==> config.mk <==
export PLATFORM = sky130hd
export DESIGN_NAME = eqpo_regs
export DESIGN_NICKNAME = d
export VERILOG_FILES = /design/src/eqpo_sync.v /design/src/eqpo_regs.v
export VERILOG_INCLUDE_DIRS = /design/src
export SDC_FILE = /design/constraint.sdc
export NUM_CORES = 1
export LEC_CHECK = 0
export BUFFER_PORTS_ARGS = -buffer_cell sky130_fd_sc_hd__buf_2
export CAP_MARGIN = 20
export CELL_PAD_IN_SITES_DETAIL_PLACEMENT = 1
export CELL_PAD_IN_SITES_GLOBAL_PLACEMENT = 1
export CORE_UTILIZATION = 40
export CTS_BUF_LIST = sky130_fd_sc_hd__clkbuf_4
export DETAILED_ROUTE_END_ITERATION = 8
export GPL_ROUTABILITY_DRIVEN = 1
export PLACE_DENSITY = 0.76
export SYNTH_ARGS = -nofsm -noshare
export SYNTH_HDL_FRONTEND = slang
export SYNTH_SLANG_ARGS = --single-unit
==> constraint.sdc <==
create_clock -name i_clk -period 4.2 [get_ports i_clk]
set_input_delay 0.42 -clock i_clk [delete_from_list [all_inputs] [get_ports i_clk]]
set_output_delay 0.42 -clock i_clk [all_outputs]
set_load 0.02 [all_outputs]
==> src/eqpo_defs.vh <==
// Functional notes
// - fixed boost used at 270M and 1.5G
// - fixed boost at 3G when adapt disabled
// - boost byte splits into four stage pairs
// - eye check per interval once locked, adapted
// - monitor enable bit 7, reset 0x80
// - adapt override follows mode field
// - no override: auto adapt when trace selected and fixed boost not used
// - route override picks strap or field
// - output override picks strap or field
// - rate override picks strap or field
// - boost override picks strap or manual settings
// - bit 0 enables 3G adapt, reset 0x01
// - four candidate boosts, documented reset values
// - routing field encodes four input routes
// - rate family 00 video, 01 ethernet
// - adapt mode 00 manual, 01 automatic
`ifndef EQPO_DEFS_VH
`define EQPO_DEFS_VH
`define EQPO_A_RSV_A 8'h39
`define EQPO_A_FIXED 8'h3a
`define EQPO_A_RSV_B 8'h3b
`define EQPO_A_RSV_C 8'h3c
`define EQPO_A_RSV_D 8'h3d
`define EQPO_A_MON 8'h3e
`define EQPO_A_OVR 8'h3f
`define EQPO_A_CAND0 8'h40
`define EQPO_A_CAND1 8'h41
`define EQPO_A_CAND2 8'h42
`define EQPO_A_CAND3 8'h43
`define EQPO_R_RSV_A 8'h00
`define EQPO_R_FIXED 8'h00
`define EQPO_R_RSV_B 8'h96
`define EQPO_R_RSV_C 8'h90
`define EQPO_R_RSV_D 8'h00
`define EQPO_R_MON 8'h80
`define EQPO_R_OVR 8'h01
`define EQPO_R_CAND0 8'h00
`define EQPO_R_CAND1 8'h40
`define EQPO_R_CAND2 8'h80
`define EQPO_R_CAND3 8'h50
`define EQPO_B_MON_EN 7
`define EQPO_B_ADAPT_OV 5
`define EQPO_B_ROUTE_OV 4
`define EQPO_B_OUT_OV 3
`define EQPO_B_RATE_OV 2
`define EQPO_B_BST_OV 1
`define EQPO_B_3G_EN 0
`define EQPO_RATE_270M 3'h0
`define EQPO_RATE_1G5 3'h1
`define EQPO_RATE_3G 3'h2
`define EQPO_ROUTE_TRACE_ONE 2'h2
`define EQPO_ROUTE_TRACE_BOTH 2'h3
`define EQPO_MODE_AUTO 2'h1
`define EQPO_IVL_UNIT 16
`endif

==> src/eqpo_sync.v <==
`timescale 1ns/1ps
module eqpo_sync #(
    parameter W = 4
) (
    input wire i_clk,
    input wire i_nrst,
    input wire [W-1:0] i_async,
    output wire [W-1:0] o_sync
);
    reg [W-1:0] meta_q;
    reg [W-1:0] sync_q;
    // first stage feeds only the second
    always @(posedge i_clk or negedge i_nrst)
    begin
        if (!i_nrst)
        begin
            meta_q <= {W{1'b0}};
            sync_q <= {W{1'b0}};
        end
        else
        begin
            meta_q <= i_async;
            sync_q <= meta_q;
        end
    end
    assign o_sync = sync_q;
endmodule

==> src/eqpo_regs.v <==
`timescale 1ns/1ps
`include "eqpo_defs.vh"
module eqpo_regs #(
    parameter IVL_W = 4,
    parameter IVL_UNIT = `EQPO_IVL_UNIT
) (
    input wire i_clk,
    input wire i_nrst,
    input wire i_wr_en,
    input wire i_rd_en,
    input wire [7:0] i_addr,
    input wire [7:0] i_wdata,
    output reg [7:0] o_rdata,
    output wire o_rd_hit,
    input wire [1:0] i_route_strap,
    input wire [1:0] i_outctl_strap,
    input wire [1:0] i_route_field,
    input wire [1:0] i_outmux_field,
    input wire [1:0] i_rate_field,
    input wire [1:0] i_adapt_mode_field,
    input wire i_manual_boost_apply,
    input wire [7:0] i_manual_boost,
    input wire [IVL_W-1:0] i_interval_sel,
    input wire [2:0] i_rate,
    input wire i_lock_done,
    input wire i_adapt_done,
    output reg [1:0] o_input_routing_field,
    output reg [1:0] o_outmux_sel,
    output reg [1:0] o_rate_family,
    output reg o_boost_bypass,
    output reg o_adapt_run,
    output reg o_use_fixed,
    output reg [7:0] o_boost,
    output reg [1:0] o_stage0,
    output reg [1:0] o_stage1,
    output reg [1:0] o_stage2,
    output reg [1:0] o_stage3,
    output reg o_eye_check,
    output wire [31:0] o_candidates
);
    reg [7:0] fixed_q;
    reg [7:0] rsv_d_q;
    reg [7:0] mon_q;
    reg [7:0] ovr_q;
    reg [7:0] cand_q [0:3];
    reg [15:0] ivl_cnt_q;
    wire [3:0] strap_s;
    wire [1:0] strap_route;
    wire [1:0] strap_out;
    wire trace_sel;
    wire low_rate;
    wire fixed_sel;
    wire [1:0] route_n;
    wire [15:0] ivl_len;
    wire [31:0] ivl_prod;
    // strap pins come from outside the clock domain
    eqpo_sync #(.W(4)) u_sync (
        .i_clk(i_clk),
        .i_nrst(i_nrst),
        .i_async({i_route_strap, i_outctl_strap}),
        .o_sync(strap_s)
    );
    assign strap_route = strap_s[3:2];
    assign strap_out = strap_s[1:0];

    function [1:0] stage_of;
        input [7:0] b;
        input [1:0] s;
        begin
            stage_of = b[7 - 2 * s -: 2];
        end
    endfunction

    always @(posedge i_clk or negedge i_nrst)
    begin
        if (!i_nrst)
        begin
            fixed_q <= `EQPO_R_FIXED;
            rsv_d_q <= `EQPO_R_RSV_D;
            mon_q <= `EQPO_R_MON;
            ovr_q <= `EQPO_R_OVR;
            cand_q[0] <= `EQPO_R_CAND0;
            cand_q[1] <= `EQPO_R_CAND1;
            cand_q[2] <= `EQPO_R_CAND2;
            cand_q[3] <= `EQPO_R_CAND3;
        end
        else if (i_wr_en)
        begin
            // read-only reserved offsets fall through untouched
            case (i_addr)
                `EQPO_A_FIXED: fixed_q <= i_wdata;
                `EQPO_A_RSV_D: rsv_d_q <= i_wdata;
                `EQPO_A_MON: mon_q <= i_wdata;
                `EQPO_A_OVR: ovr_q <= i_wdata;
                `EQPO_A_CAND0: cand_q[0] <= i_wdata;
                `EQPO_A_CAND1: cand_q[1] <= i_wdata;
                `EQPO_A_CAND2: cand_q[2] <= i_wdata;
                `EQPO_A_CAND3: cand_q[3] <= i_wdata;
                default:
                begin
                end
            endcase
        end
    end

    assign o_rd_hit = i_rd_en && (i_addr >= `EQPO_A_RSV_A) && (i_addr <= `EQPO_A_CAND3);
    always @(posedge i_clk or negedge i_nrst)
    begin
        if (!i_nrst)
            o_rdata <= 8'h00;
        else if (i_rd_en)
        begin
            case (i_addr)
                `EQPO_A_RSV_A: o_rdata <= `EQPO_R_RSV_A;
                `EQPO_A_FIXED: o_rdata <= fixed_q;
                `EQPO_A_RSV_B: o_rdata <= `EQPO_R_RSV_B;
                `EQPO_A_RSV_C: o_rdata <= `EQPO_R_RSV_C;
                `EQPO_A_RSV_D: o_rdata <= rsv_d_q;
                `EQPO_A_MON: o_rdata <= mon_q;
                `EQPO_A_OVR: o_rdata <= ovr_q;
                `EQPO_A_CAND0: o_rdata <= cand_q[0];
                `EQPO_A_CAND1: o_rdata <= cand_q[1];
                `EQPO_A_CAND2: o_rdata <= cand_q[2];
                `EQPO_A_CAND3: o_rdata <= cand_q[3];
                default: o_rdata <= 8'h00;
            endcase
        end
    end
    assign o_candidates = {cand_q[3], cand_q[2], cand_q[1], cand_q[0]};

    // routing and strap selection
    assign route_n = ovr_q[`EQPO_B_ROUTE_OV] ? i_route_field : strap_route;
    assign trace_sel = (route_n == `EQPO_ROUTE_TRACE_ONE) ||
                       (route_n == `EQPO_ROUTE_TRACE_BOTH);
    assign low_rate = (i_rate == `EQPO_RATE_270M) || (i_rate == `EQPO_RATE_1G5);
    assign fixed_sel = low_rate ||
        ((i_rate == `EQPO_RATE_3G) && !ovr_q[`EQPO_B_3G_EN]);

    always @(posedge i_clk or negedge i_nrst)
    begin
        if (!i_nrst)
        begin
            o_input_routing_field <= 2'h0;
            o_outmux_sel <= 2'h0;
            o_rate_family <= 2'h0;
            o_boost_bypass <= 1'b0;
            o_adapt_run <= 1'b0;
            o_use_fixed <= 1'b0;
            o_boost <= 8'h00;
            o_stage0 <= 2'h0;
            o_stage1 <= 2'h0;
            o_stage2 <= 2'h0;
            o_stage3 <= 2'h0;
        end
        else
        begin
            o_input_routing_field <= route_n;
            o_outmux_sel <= ovr_q[`EQPO_B_OUT_OV] ? i_outmux_field : strap_out;
            // strap rate family: only trace-route codes imply ethernet
            o_rate_family <= ovr_q[`EQPO_B_RATE_OV] ? i_rate_field :
                             {1'b0, strap_route[1]};
            o_boost_bypass <= ovr_q[`EQPO_B_BST_OV] ? i_manual_boost_apply :
                              strap_out[0];
            if (ovr_q[`EQPO_B_ADAPT_OV])
                o_adapt_run <= trace_sel && !fixed_sel &&
                               (i_adapt_mode_field == `EQPO_MODE_AUTO);
            else
                o_adapt_run <= trace_sel && !fixed_sel;
            o_use_fixed <= trace_sel && fixed_sel;
            if (trace_sel && fixed_sel)
            begin
                o_boost <= fixed_q;
                o_stage0 <= stage_of(fixed_q, 2'd0);
                o_stage1 <= stage_of(fixed_q, 2'd1);
                o_stage2 <= stage_of(fixed_q, 2'd2);
                o_stage3 <= stage_of(fixed_q, 2'd3);
            end
            else if (ovr_q[`EQPO_B_BST_OV] && i_manual_boost_apply)
            begin
                o_boost <= i_manual_boost;
                o_stage0 <= stage_of(i_manual_boost, 2'd0);
                o_stage1 <= stage_of(i_manual_boost, 2'd1);
                o_stage2 <= stage_of(i_manual_boost, 2'd2);
                o_stage3 <= stage_of(i_manual_boost, 2'd3);
            end
        end
    end

    // eye-opening check interval; length scales with the select field
    // product kept wide, then cut: intervals beyond 16 bits wrap
    assign ivl_prod = ({{(32-IVL_W){1'b0}}, i_interval_sel} + 32'h00000001) * IVL_UNIT;
    assign ivl_len = ivl_prod[15:0];
    always @(posedge i_clk or negedge i_nrst)
    begin
        if (!i_nrst)
        begin
            ivl_cnt_q <= 16'h0000;
            o_eye_check <= 1'b0;
        end
        else if (mon_q[`EQPO_B_MON_EN] && i_lock_done && i_adapt_done)
        begin
            o_eye_check <= (ivl_cnt_q + 16'h0001 >= ivl_len);
            ivl_cnt_q <= (ivl_cnt_q + 16'h0001 >= ivl_len) ? 16'h0000 :
                         ivl_cnt_q + 16'h0001;
        end
        else
        begin
            ivl_cnt_q <= 16'h0000;
            o_eye_check <= 1'b0;
        end
    end
endmodule

# Yosys cells after proc, flatten, opt, wreduce, memory -nomap -nowiden
# Cells that the tools add are included.
[totals] input_bits=50 reg_bits=122 elab_cells=87
[classes] muxes=19 n_eq_ne=15 n_addsub=2 magnitude_cmp=3 reduce_logical=24
[ops] cell="8-bit one-hot mux with 10 select lines" count=1
[ops] cell="8-bit by 6-bit equality test with 1-bit output (second input constant)" count=6
[ops] cell="8-bit by 7-bit equality test with 1-bit output (second input constant)" count=4
[ops] cell="16-bit two-way mux" count=2
[ops] cell="2-bit two-way mux" count=11
[ops] cell="16-bit by 1-bit adder with 16-bit output (second input constant)" count=1
[ops] cell="16-bit by 9-bit greater-or-equal comparator with 1-bit output" count=1
[ops] cell="8-bit two-way mux" count=2
[ops] cell="2-bit AND reduction" count=8
[ops] cell="1-bit logical AND" count=9
[ops] cell="8-bit by 6-bit greater-or-equal comparator with 1-bit output (second input constant)" count=1
[ops] cell="8-bit by 7-bit <= comparator with 1-bit output (second input constant)" count=1
[ops] cell="4-bit by 1-bit adder with 5-bit output (second input constant)" count=1
[ops] cell="2-bit equality test (second input constant)" count=2
[ops] cell="3-bit by 1-bit equality test with 1-bit output (second input constant)" count=1
[ops] cell="3-bit by 2-bit equality test with 1-bit output (second input constant)" count=1
[ops] cell="3-bit zero test" count=1
[ops] cell="1-bit logical OR" count=3
[ops] cell="1-bit two-way mux" count=3
[ops] cell="2-bit by 1-bit equality test with 1-bit output (second input constant)" count=1
[ops] cell="1-bit zero test" count=2
[ops] cell="2-bit nonzero test" count=1

# Logic depth before layout (Yosys ltp)
[depth] word_depth=7 depth_mapped=12 mapped_depth_nobuf=11

# By module
# Synthesis repeated with hierarchy kept, for this count alone.
[hier_totals] hier_cells=416 hier_area_um2=5267.6
[by_module_without_submodules] mod="eqpo_regs" instances=1 cells_per_inst=408 area_each_um2=5067.4 seq_area_each_um2=2660.1
[by_module_without_submodules] mod="eqpo_sync" instances=1 cells_per_inst=8 area_each_um2=200.2 seq_area_each_um2=200.2

# Least setup slack after synthesis
# No wires, ideal clock.
[synth_timing] path_type="flip-flop to flip-flop" start="register ivl_cnt_q[0]" end="register ivl_cnt_q[2]" path_slack_ns=1.794 t_arrival_ns=2.305 stages_incl_launch_ff=13 period_less_slack_ns=2.406 setup_ns=0.101 cell_sequence="dfrtp_1 -> ha_1 -> nand2_1 -> nor2_1 -> and3_1 -> xor2_1 -> ha_1 -> nand3_1 -> nor3_1 -> a21o_1 -> a211o_1 -> buf_6 -> nor4_1"
[synth_between] elab_chain_len=4
[synth_rtl] element="start: declaration" line_no="eqpo_regs.v:46" source="reg [15:0] ivl_cnt_q;"
[synth_rtl] element="start signal: assignment" line_no="eqpo_regs.v:203" source="ivl_cnt_q <= (ivl_cnt_q + 16'h0001 >= ivl_len) ? 16'h0000 :"
[synth_rtl] element="16-bit by 1-bit adder with 16-bit output *" line_no="eqpo_regs.v:203, eqpo_regs.v:204"
[synth_rtl] element="16-bit by 9-bit greater-or-equal comparator with 1-bit output" line_no="eqpo_regs.v:203"
[synth_rtl] element="16-bit two-way mux *" line_no="eqpo_regs.v:203"
[synth_rtl] element="16-bit two-way mux *" line_no="eqpo_regs.v:200" source="else if (mon_q[`EQPO_B_MON_EN] && i_lock_done && i_adapt_done)"
# Mark *: on every way between the ends. The rest lies on a longest branch, timed or not.
# A chain may end at the register's enable or synchronous reset.

# Worst setup path in the final report
[layout_timing] start="register ivl_cnt_q[0]" end="register ivl_cnt_q[4]"
# The elaborated chain is that of the path after synthesis.

==> summary.txt <==
Status
  • Status: finished with violations
  • Failing checks: negative hold slack

Global routing
  • Vias in the first global route: 4,133
  • GR Overflow Total: 0
  • First-pass GRT wire length: 21,600 um
  • Initial antenna violation count: 0
  • Largest net degree at the start of global routing: 72
  • Total GRT Usage: 21.5%

Worst setup path
  • Critical Path RT: 4.64 ns
  • Worst reg2reg startpoint: ivl_cnt_q[0]$_DFF_PN0_
  • Crit. Startpoint: ivl_cnt_q[0]$_DFF_PN0_
  • Most Frequent Cell on Critical Path: ha_1
  • Worst Path Class, Setup: register to register
  • Critical path fanouts, max: 10
  • Slowest CP cell: a211o_1
  • FF-to-FF End: ivl_cnt_q[4]$_DFF_PN0_
  • Startpoint types: register
  • Cell Chain, Critical Path: ha_1 -> nand2_1 -> nor2_1 -> and3_1 -> xor2_1 -> ha_1 -> nand3_1 -> nor3_1 -> a21o_1 -> a211o_1 -> nor4_1
  • Crit path to: ivl_cnt_q[4]$_DFF_PN0_
  • Internal reg-to-reg setup slack: 1.45 ns
  • WP data arrival: 3.19 ns
  • Reg2reg path depth: 11
  • Worst Setup End Kind: register
  • CP max stage delay: 0.41 ns

Clock network
  • Sink Count: 114
  • Worst skew pair latency: 0.54 ns
  • Bufs on Longest Clock Path: 2
  • Clock root buffer: clkbuf_4
  • Number of CTS-inserted buffers: 17
  • Post-CTS setup buffers: 0
  • Clock-pin slew on the worst setup and hold paths: 0.10 ns
  • TritonCTS clock tree: yes
  • H-tree level count: 4

Detailed routing
  • WL per Instance: 18.7 um
  • Remaining DRCs: 0
  • Initial DRC count: 136
  • Vias per Instance: 5.28
  • Final WL: 13,400 um
  • Pre-antenna DRT Iters: 4
  • Post-DRT Antenna Nets: 0
  • Via count: 3,787

STA
  • Rel. slew slack: 34.8%
  • Crit share post-route: 65.5%
  • Final hold vios: 4
  • Max Freq: 0.364 GHz
  • Final slew viol count: 0
  • Final setup viols: 0
  • Post-route minimum period: 2.75 ns
  • Fin Hold WS: -0.00669 ns
  • Setup Total Neg Slack: 0 ns
  • Worst Tran Pin Value: 0.972 ns
  • Clock Skews: 0.0129 ns
  • RSZ-0062 raised after global routing: false

Logic synthesis
  • Library cells used by synthesis: 58
  • EDFF count, synth: 0
  • Synth top area cells: dfrtp_1 51%, mux2_2 16%, dfstp_2 3.0%
  • Synth top area share: 51.0%
  • Async S/R FF share, synth: 100%
  • Mapped Cells: 405
  • Yosys top cell by area: dfrtp_1
  • Synth cell count leaders: 108 x dfrtp_1, 74 x mux2_2, 23 x nand2_1
  • Dominant synthesized flop cell: dfrtp_1
  • Yosys warnings: 0
  • Post-synthesis sequential area ratio: 54.0%
  • Synthesized area: 5300 um^2
  • #FFs+latches synth: 114
  • Count leader, synth: dfrtp_1
  • Mean area per synthesized cell: 13.1 um^2

Finish
  • Fill cell count: 1,407
  • Synthesis-to-layout area growth: 17.6%
  • Final std cells w/o fill: 717
  • # diodes: 0
  • Layout Nets: 590
  • Fin util: 48.8%
  • Layout cells sized above 1: 45.7%

Floorplan
  • Ports: 117
  • Die area: 13,700 um^2
  • Rows: 41
  • Die height: 117 um
  • Core box area: 12,800 um^2
  • Die width: 117 um
  • Initial Utilization: 41.5%

Power and ir drop
  • Seq pwr share: 57.0%
  • P_int: 1.49 mW
  • Tot Pwr: 2.08 mW
  • Maximum vdd drop: 155 uV
  • Gate power share: 12.5%
  • P_leak: 3.13 nW
  • Clock network power share: 30.4%
  • Sw frac: 28.2%
  • P_sw: 0.587 mW
  • PD cells: 334 nW/um^2

Placement
  • Placed cells: 682
  • Placer Congestion: 0.818
  • Port bufs: 116
  • Detailed Place HPWL: 9910 um

Flow run
  • Max-cap viol count: 0

Worst hold path
  • Worst Hold Class: primary input to async pin
how the worst min path moves through the flow:
stage | end | slack [ns] | cells past startpoint
floorplan | fixed_q[0]$_DFFE_PN0P_ | 0.12 | 0
global placement | u_sync.o_sync[2]$_DFF_PN0_ | 0.33 | 0
detailed placement | u_sync.o_sync[0]$_DFF_PN0_ | 0.34 | 0
CTS | o_outmux_sel[0]$_DFF_PN0_ | 0.005 | 1
global route | o_boost[0]$_DFFE_PN0P_ | 0.05 | 1
finish | o_outmux_sel[0]$_DFF_PN0_ | -0.007 | 1
routing by layer:
metal / track usage (%) / share of wire (%) / up-vias
met3: 5.20 / 4.4 / 23
met1: 26.6 / 42 / 1919
met2: 35.9 / 51 / 105
li1: - / - / 1740
met4: 9.70 / 2.2 / 0
met5: 0 / 0 / -
flip-flops by register name, summed over array words and instances, names as in the netlist, 8 cells and up:
| name | count |
|---|---|
| mon_q | 8 |
| ivl_cnt_q | 16 |
| o_candidates | 32 |
| ovr_q | 8 |
| fixed_q | 8 |
| o_boost | 8 |
| rsv_d_q | 8 |
| o_rdata | 8 |
what timing repair did:
item | CTS | global route
hold buffers | 4 | 0
endpoints found under the hold margin | 4 | 0
resized for setup | 0 | 0
kinds of logic after synthesis:
| logic type | share of synthesized area, % |
|---|---|
| buf+inv | 4.06 |
| fa+ha+maj | 1.65 |
| other cells | 0.0708 |
| xor+xnor | 1.82 |
| simple gates | 9.90 |
| mux | 20.8 |
| compound gates | 7.70 |
| flops | 54.0 |
power by group through the flow:
stage	Sequential, mW	Combinational [mW]	Clock, mW
CTS	1.19	0.266	0.662
detailed placement	1.21	0.262	0
floorplan	1.23	0.123	0
global placement	1.20	0.253	0
global route	1.19	0.288	0.707
finish	1.19	0.261	0.634
metrics by stage:
step	worst slack (ns)	area, um^2
after global placement	1.69	5990
after CTS	1.44	6230
after detailed placement	1.46	5990
final	1.45	6230
after floorplan	1.79	5320
after global routing	1.26	6230
layout by cell type (no fill, tap or decap), types with 2 or more instances in the layout:
| cell type | synthesis | layout |
|---|---|---|
| clkbuf_4 | 0 | 21 |
| nor2_1 | 5 | 5 |
| mux4_2 | 7 | 7 |
| a22o_1 | 5 | 5 |
| nand2_1 | 23 | 23 |
| ha_1 | 7 | 7 |
| dlygate4sd3_1 | 0 | 4 |
| a22oi_1 | 4 | 4 |
| buf_2 | 2 | 115 |
| clkinv_1 | 0 | 4 |
| mux2_2 | 74 | 74 |
| nand2b_1 | 2 | 2 |
| o21a_1 | 2 | 2 |
| nor2_2 | 3 | 3 |
| buf_4 | 11 | 3 |
| xor2_1 | 7 | 7 |
| nand3_1 | 9 | 9 |
| nor4_1 | 9 | 9 |
| o21ai_0 | 18 | 18 |
| nor3_2 | 1 | 2 |
| mux2i_1 | 11 | 11 |
| xnor2_1 | 4 | 4 |
| and3_1 | 5 | 5 |
| nor2b_1 | 2 | 2 |
| nand4_1 | 3 | 3 |
| a211oi_1 | 2 | 2 |
| o22ai_1 | 8 | 8 |
| dfrtp_1 | 108 | 108 |
| o221ai_1 | 2 | 2 |
| nor3_4 | 2 | 2 |
| and2_1 | 2 | 2 |
| clkinv_2 | 0 | 6 |
| nor3_1 | 8 | 7 |
| a221oi_1 | 4 | 4 |
| or3_1 | 2 | 2 |
| inv_1 | 17 | 17 |
| dfstp_2 | 6 | 6 |
| a21oi_1 | 4 | 4 |
| conb_1 | 1 | 7 |
worst max-delay path: cells and delay by family (launching register included):
kind / cells / cell delay [ns]
AND/OR/NAND/NOR: 6 / 0.94
adder cells (fa/ha/maj): 2 / 0.50
flip-flops: 1 / 0.40
AO/OA/AOI/OAI: 2 / 0.59
XOR/XNOR: 1 / 0.21
layout make-up:
type / count / area, um^2 / area share, %
multi-input cells: 261 / 2250 / 36.1
flip-flops and latches: 114 / 2860 / 45.9
repair buffers: 122 / 638 / 10.2
inverters: 17 / 63.8 / 1.02
clock buffers: 21 / 158 / 2.53
clock inverters: 10 / 45.0 / 0.723
well taps: 172 / 215 / 3.46
No activity file was read; power rests on OpenSTA's default activity.
